==> src/hdl/qps_pkg.sv <==
// Package for the four-rail power sequencer: states, timing and carrier types
package qps_pkg;

  localparam int unsigned CLK_FREQ_HZ  = 125_000_000;
  localparam int unsigned LONG_DLY_MS  = 190;
  localparam int unsigned SHORT_DLY_US = 30;
  localparam int unsigned LONG_DLY_CYC  = (CLK_FREQ_HZ / 1000) * LONG_DLY_MS;
  localparam int unsigned SHORT_DLY_CYC = (CLK_FREQ_HZ / 1000000) * SHORT_DLY_US;
  localparam int unsigned TMR_W = 25;

  typedef enum logic [2:0] {
    QPS_RESET,
    QPS_EN1_ON,
    QPS_EN12_ON,
    QPS_EN123_ON,
    QPS_PWR_GOOD
  } qps_state_t;

  typedef struct packed {
    logic rail_in_4;
    logic rail_in_3;
    logic rail_in_2;
    logic rail_in_1;
  } qps_rails_t;

  typedef struct packed {
    logic supplies_ok_out;
    logic reg_enable_3;
    logic reg_enable_2;
    logic reg_enable_1;
  } qps_outs_t;

  localparam qps_outs_t OUTS_RST = 4'h0;

endpackage

==> src/hdl/qps_sequencer.sv <==
// Four-rail power sequencer core: enable stepping, qualification and fault monitor
// Notes on behaviour
// - After reset all enables and power good stay low until rail 1 qualifies.
// - Reset state: first enable after rail 1 high for 190 ms.
// - Enable 2 after rails 1 and 2 both high for 30 us.
// - Enable 3 after rails 1 and 3 both high for 30 us.
// - Power good after all rails high for 190 ms with all enables on.
// - After power good, enables ignore individual rails; only faults act.
// - Monitoring: rail 1 low 30 us drops everything, back to reset.
// - Monitoring: rail 2/3/4 low 30 us drops power good only.
// - Outputs active high: asserted is high, deasserted driven low.
module qps_sequencer
  import qps_pkg::*;
#(
  parameter int unsigned LONG_CYC  = LONG_DLY_CYC,
  parameter int unsigned SHORT_CYC = SHORT_DLY_CYC
)
(
  input  wire logic       ref_clk,   // 125 MHz clock
  input  wire logic       sys_rst,   // Async reset, active high
  input  wire qps_rails_t rails,     // Digitized comparator results
  output qps_outs_t       outs       // Enables and power good
);

  qps_state_t       state_r;
  qps_state_t       state_nxt;
  logic [TMR_W-1:0] qual_tmr_r;
  logic [TMR_W-1:0] fault_tmr_r;
  logic             qual_cond;
  logic             fault_cond;
  logic             rail1_fault;
  logic             qual_done;
  logic             fault_done;
  logic [TMR_W-1:0] aux_tmr_r;
  logic             aux_cond;
  logic             aux_done;
  logic [TMR_W-1:0] qual_lim;
  logic             all_high;

  assign all_high = &rails;

  // Condition that must hold uninterrupted to advance
  always_comb
  begin
    qual_cond = 1'b0;
    qual_lim  = TMR_W'(SHORT_CYC);
    unique case (state_r)
      QPS_RESET:
      begin
        qual_cond = rails.rail_in_1;
        qual_lim  = TMR_W'(LONG_CYC);
      end
      QPS_EN1_ON:   qual_cond = rails.rail_in_1 & rails.rail_in_2;
      QPS_EN12_ON:  qual_cond = rails.rail_in_1 & rails.rail_in_3;
      QPS_EN123_ON:
      begin
        qual_cond = all_high;
        qual_lim  = TMR_W'(LONG_CYC);
      end
      QPS_PWR_GOOD: qual_cond = 1'b0;
    endcase
  end

  // Separate fault timers, so a dip on rail 1 is never finished by a dip on rails 2-4
  // Rail 1 is watched in every state but reset; rails 2-4 only while monitoring
  assign rail1_fault = ~rails.rail_in_1;
  assign fault_cond  = (state_r != QPS_RESET) & rail1_fault;
  assign aux_cond    = (state_r == QPS_PWR_GOOD)
                     & ~(rails.rail_in_2 & rails.rail_in_3 & rails.rail_in_4);
  assign qual_done   = qual_cond & (qual_tmr_r == qual_lim - TMR_W'(1));
  assign fault_done  = fault_cond & (fault_tmr_r == TMR_W'(SHORT_CYC) - TMR_W'(1));
  assign aux_done    = aux_cond & (aux_tmr_r == TMR_W'(SHORT_CYC) - TMR_W'(1));

  always_comb
  begin
    state_nxt = state_r;
    // Rail 1 outranks rails 2-4 when both time out in one cycle
    if (fault_done)
      state_nxt = QPS_RESET;
    else if (aux_done)
      state_nxt = QPS_EN123_ON;
    else if (qual_done)
    begin
      unique case (state_r)
        QPS_RESET:    state_nxt = QPS_EN1_ON;
        QPS_EN1_ON:   state_nxt = QPS_EN12_ON;
        QPS_EN12_ON:  state_nxt = QPS_EN123_ON;
        QPS_EN123_ON: state_nxt = QPS_PWR_GOOD;
        QPS_PWR_GOOD: state_nxt = QPS_PWR_GOOD;
      endcase
    end
  end

  always_ff @(posedge ref_clk or posedge sys_rst)
  begin
    if (sys_rst)
      state_r <= QPS_RESET;
    else
      state_r <= state_nxt;
  end

  // Timers clear on any break or state change
  always_ff @(posedge ref_clk or posedge sys_rst)
  begin
    if (sys_rst)
      qual_tmr_r <= '0;
    else if (!qual_cond || state_nxt != state_r)
      qual_tmr_r <= '0;
    else
      qual_tmr_r <= qual_tmr_r + TMR_W'(1);
  end

  always_ff @(posedge ref_clk or posedge sys_rst)
  begin
    if (sys_rst)
      fault_tmr_r <= '0;
    else if (!fault_cond || state_nxt != state_r)
      fault_tmr_r <= '0;
    else
      fault_tmr_r <= fault_tmr_r + TMR_W'(1);
  end

  // Rails 2-4 share one timer: any of them low keeps it running
  always_ff @(posedge ref_clk or posedge sys_rst)
  begin
    if (sys_rst)
      aux_tmr_r <= '0;
    else if (!aux_cond || state_nxt != state_r)
      aux_tmr_r <= '0;
    else
      aux_tmr_r <= aux_tmr_r + TMR_W'(1);
  end

  // Outputs registered from next state so they follow the state exactly
  always_ff @(posedge ref_clk or posedge sys_rst)
  begin
    if (sys_rst)
      outs <= OUTS_RST;
    else
    begin
      outs.reg_enable_1    <= state_nxt != QPS_RESET;
      outs.reg_enable_2    <= state_nxt inside {QPS_EN12_ON, QPS_EN123_ON, QPS_PWR_GOOD};
      outs.reg_enable_3    <= state_nxt inside {QPS_EN123_ON, QPS_PWR_GOOD};
      outs.supplies_ok_out <= state_nxt == QPS_PWR_GOOD;
    end
  end
endmodule

==> config.mk <==
export PLATFORM = sky130hd
export DESIGN_NAME = qps_sequencer
export DESIGN_NICKNAME = d
export VERILOG_FILES = /design/src/hdl/qps_pkg.sv /design/src/hdl/qps_sequencer.sv
export SDC_FILE = /design/constraint.sdc
export NUM_CORES = 1
export LEC_CHECK = 0
export CORE_ASPECT_RATIO = 0.7
export CORE_MARGIN = 1
export CORE_UTILIZATION = 57
export CTS_CLUSTER_DIAMETER = 150
export CTS_CLUSTER_SIZE = 16
export DETAILED_ROUTE_END_ITERATION = 8
export DONT_BUFFER_PORTS = 1
export PLACE_DENSITY = 0.75
export SETUP_SLACK_MARGIN = 0.05
export SYNTH_ARGS = -nofsm -noshare
export SYNTH_HDL_FRONTEND = slang
export SYNTH_SLANG_ARGS = --single-unit
==> constraint.sdc <==
create_clock -name ref_clk -period 2.1 [get_ports ref_clk]
set_input_delay 0.105 -clock ref_clk [delete_from_list [all_inputs] [get_ports ref_clk]]
set_output_delay 0.105 -clock ref_clk [all_outputs]
set_load 0.01 [all_outputs]
==> results.toml <==
[flow_run]
cap_violations = 0

[routing]
viasPerCell = 5.79
wire_per_inst_um = 16.1
drc_errors = 0
dr.first_iter.drc_count = 295
top_layer_used = "met4"
wl_um = 9630
vias = 3457
met1Wirelength_um = 4620
wl_met3_um = 650
detail-route-antenna-nets = 0
wl_met2_um = 4270
drtPass1Iterations = 4

[clocking]
cts_max_level = 3
path_clk_slew_ns = 0.08
clkLatencyLatePin_ns = 0.35
clockRootBuffer = "clkbuf_8"
cts.sinks = 82
cts_tree = "yes"
ctsLongestPathBuffers = 2
cts_buffers = 9

[sta]
relSlewSlack_pct = 51.4
slew_viol_final = 0
fin_crit_ns = 2.08
fin_setup_tns_ns = 0
final-hold-violation-count = 0
timing.final.crit_share_pct = 99.2
finalClockSkew_ns = 0.0131
fmax_ghz = 0.480
tightestPinTransition_ns = 0.727
finalSetupViolCount = 0
rsz0062_at_grt = "true"

[synth]
synth_flop_cell = "dfrtp_1"
avgSynthCellArea_um2 = 9.56
yosysTopAreaCellShare_pct = 47.3
synth_seq_cells = 82
synth.distinct_cells = 51
syn_inst = 454
synth_fp_nets = 465
yosysSeqAreaShare_pct = 47.3
synth_edf_count = 0
ys_warn_count = 0
synth.area.top_cells = "dfrtp_1, xnor2_1, nor2_1"
ys_async_sr_fraction_pct = 100
synth_area_mm2 = 0.00434
synth.largest_area_cell = "dfrtp_1"

[power_and_ir_drop]
cellLeakagePower_nw = 1.92
power_density_mw_per_mm2 = 542
total_power_w = 0.00273
ir_drop_mv = 0.356

[floorplanning]
io_pins = 10
start_util_pct = 59.3
core_area_mm2 = 0.00732
dieArea_mm2 = 0.00797
dieHeight_um = 75
die_x_um = 106
row_count = 26

[finish]
drive_above_1_share_pct = 18.4
fin_cells = 597
antennaDiodeCount = 0
synthToLayoutAreaGrowth_pct = 16.0
nets = 505

[global_routing]
antenna_found_initial = 0
grt_usage_pct = 25.5
gr-total-overflow = 0
grt_max_degree = 51
grt_pass1_vias = 3139
grt_first_pass_wirelength_um = 15500

[critical_path]
cp.required_ns = 2.32
cp.arrival_ns = 2.31
crit_path_end_kind = "register"
crit_start = "state_r[0]$_DFF_PP0_"
crit_type = "reg2reg"
worstReg2RegStart = "state_r[0]$_DFF_PP0_"
cp-start-kind = "register"
cp_max_fo = 13

[run_status]
run_status = "completed"

[worst_hold_path]
holdCritStartpoint = "rails[0]"
hold_path.class = "in2reg"

[place]
gp_congestion = 0.858
dp.cells = 570
dpl.hpwl_um = 6420
io_buffer_count = 0
critical path, cell delays in order (launching register included):
cell and delay (ns):
dfrtp_1 0.43, or3b_4 0.41, a31o_1 0.22, or4_4 0.54
nand3_4 0.26, nor2_1 0.08
through the flow:
stage          instance area (um2)  utilization [%]  hold slack [ns]  worst slack [ns]
2_1_floorplan                 4370                -            0.338            0.0459
3_3_place_gp                  4650             63.6            0.116           -0.0677
3_5_place_dp                  4650             63.6            0.125           -0.0657
4_1_cts                       4920             67.2           0.0713            0.0520
5_1_grt                       5030             68.8           0.0582           -0.0323
6_report                      5030             68.8           0.0522            0.0165
per-layer routing:
layer,global-route usage (%),vias to the layer above
met2,37.7,123
met3,6.23,9
li1,-,1638
met4,5.56,0
met5,0,-
met1,38.2,1687
state kept, by name (all words and copies together), names as in the netlist:
| signal | cells |
|---|---|
| qual_tmr_r | 25 |
| aux_tmr_r | 25 |
| fault_tmr_r | 25 |
| state_r | 3 |
| outs | 4 |
cells in the mapped netlist (4+ instances only):
cell type and instances:
nor4bb_1 4, xor2_1 19, nor4b_1 5, nand3_1 22, nor3b_1 5, nand4_1 19, nor2b_1 6, xnor2_1 49
nand2_1 31, dfrtp_1 82, a21oi_1 5, nor4_1 12, nor3_1 22, inv_1 15, nor2_1 89, clkbuf_1 5
and4_1 9, ha_1 5
placed cells by master (no fill, tap or decap), types with 5 or more instances in the layout:
| cell | n |
|---|---|
| nor2_1 | 80 |
| dfrtp_1 | 77 |
| xnor2_1 | 49 |
| buf_4 | 38 |
| nand2_1 | 31 |
| nand3_1 | 22 |
| nor3_1 | 20 |
| nand4_1 | 19 |
| xor2_1 | 19 |
| inv_1 | 14 |
| nor4_1 | 10 |
| clkbuf_8 | 10 |
| and4_1 | 9 |
| nor2_2 | 7 |
| nor2b_1 | 6 |
| nor3b_1 | 5 |
| ha_1 | 5 |
| dfrtp_2 | 5 |
worst paths after layout:
check,end,slack [ns],cells after the start
worst max-delay path,fault_tmr_r[3]$_DFF_PP0_,0.02,5
worst min-delay path,qual_tmr_r[0]$_DFF_PP0_,0.05,3
worst max register to register,fault_tmr_r[3]$_DFF_PP0_,0.02,5
worst min register to register,qual_tmr_r[0]$_DFF_PP0_,0.54,1
max in group asynchronous,qual_tmr_r[22]$_DFF_PP0_,1.07,3
min in group asynchronous,outs[0]$_DFF_PP0_,0.35,2
report_power, final:
part / internal, W / leakage [nW] / total [W] / switching, W
logic: 0.0000414 / 0.728 / 0.000120 / 0.0000787
registers: 0.00159 / 1.11 / 0.00160 / 0.00000915
clock network: 0.000456 / 0.0851 / 0.00101 / 0.000556
layout make-up:
cell class              count  area (um2)
clock inverters             5        30.0
inverters                  15        60.1
repair buffers             41         335
clock buffers              11         141
fillers                   542        2290
well taps                  98         123
flip-flops and latches     82        2060
multi-input cells         345        2290
cells by family (layout without fill, tap and decap cells):
kind of cell / after synthesis / after routing / synth area share [%]
AND/OR/NAND/NOR: 252 / 254 / 30.9
flip-flops: 82 / 82 / 47.3
XOR/XNOR: 68 / 68 / 13.7
buffers and inverters: 29 / 72 / 3.34
AO/OA/AOI/OAI: 16 / 16 / 2.85
adder cells (fa/ha/maj): 5 / 5 / 1.44
multiplexers: 2 / 2 / 0.490
repair_timing:
action | CTS | global route
hold endpoints to repair | 32 | 0
endpoints found under the setup margin | 52 | 55
buffers inserted | 3 | 5
pin swaps | 3 | 10
hold buffers | 1 | 0
resized for setup | 6 | 24
cloned | 2 | 0
Note: power is estimated with default switching activity, not from simulation.
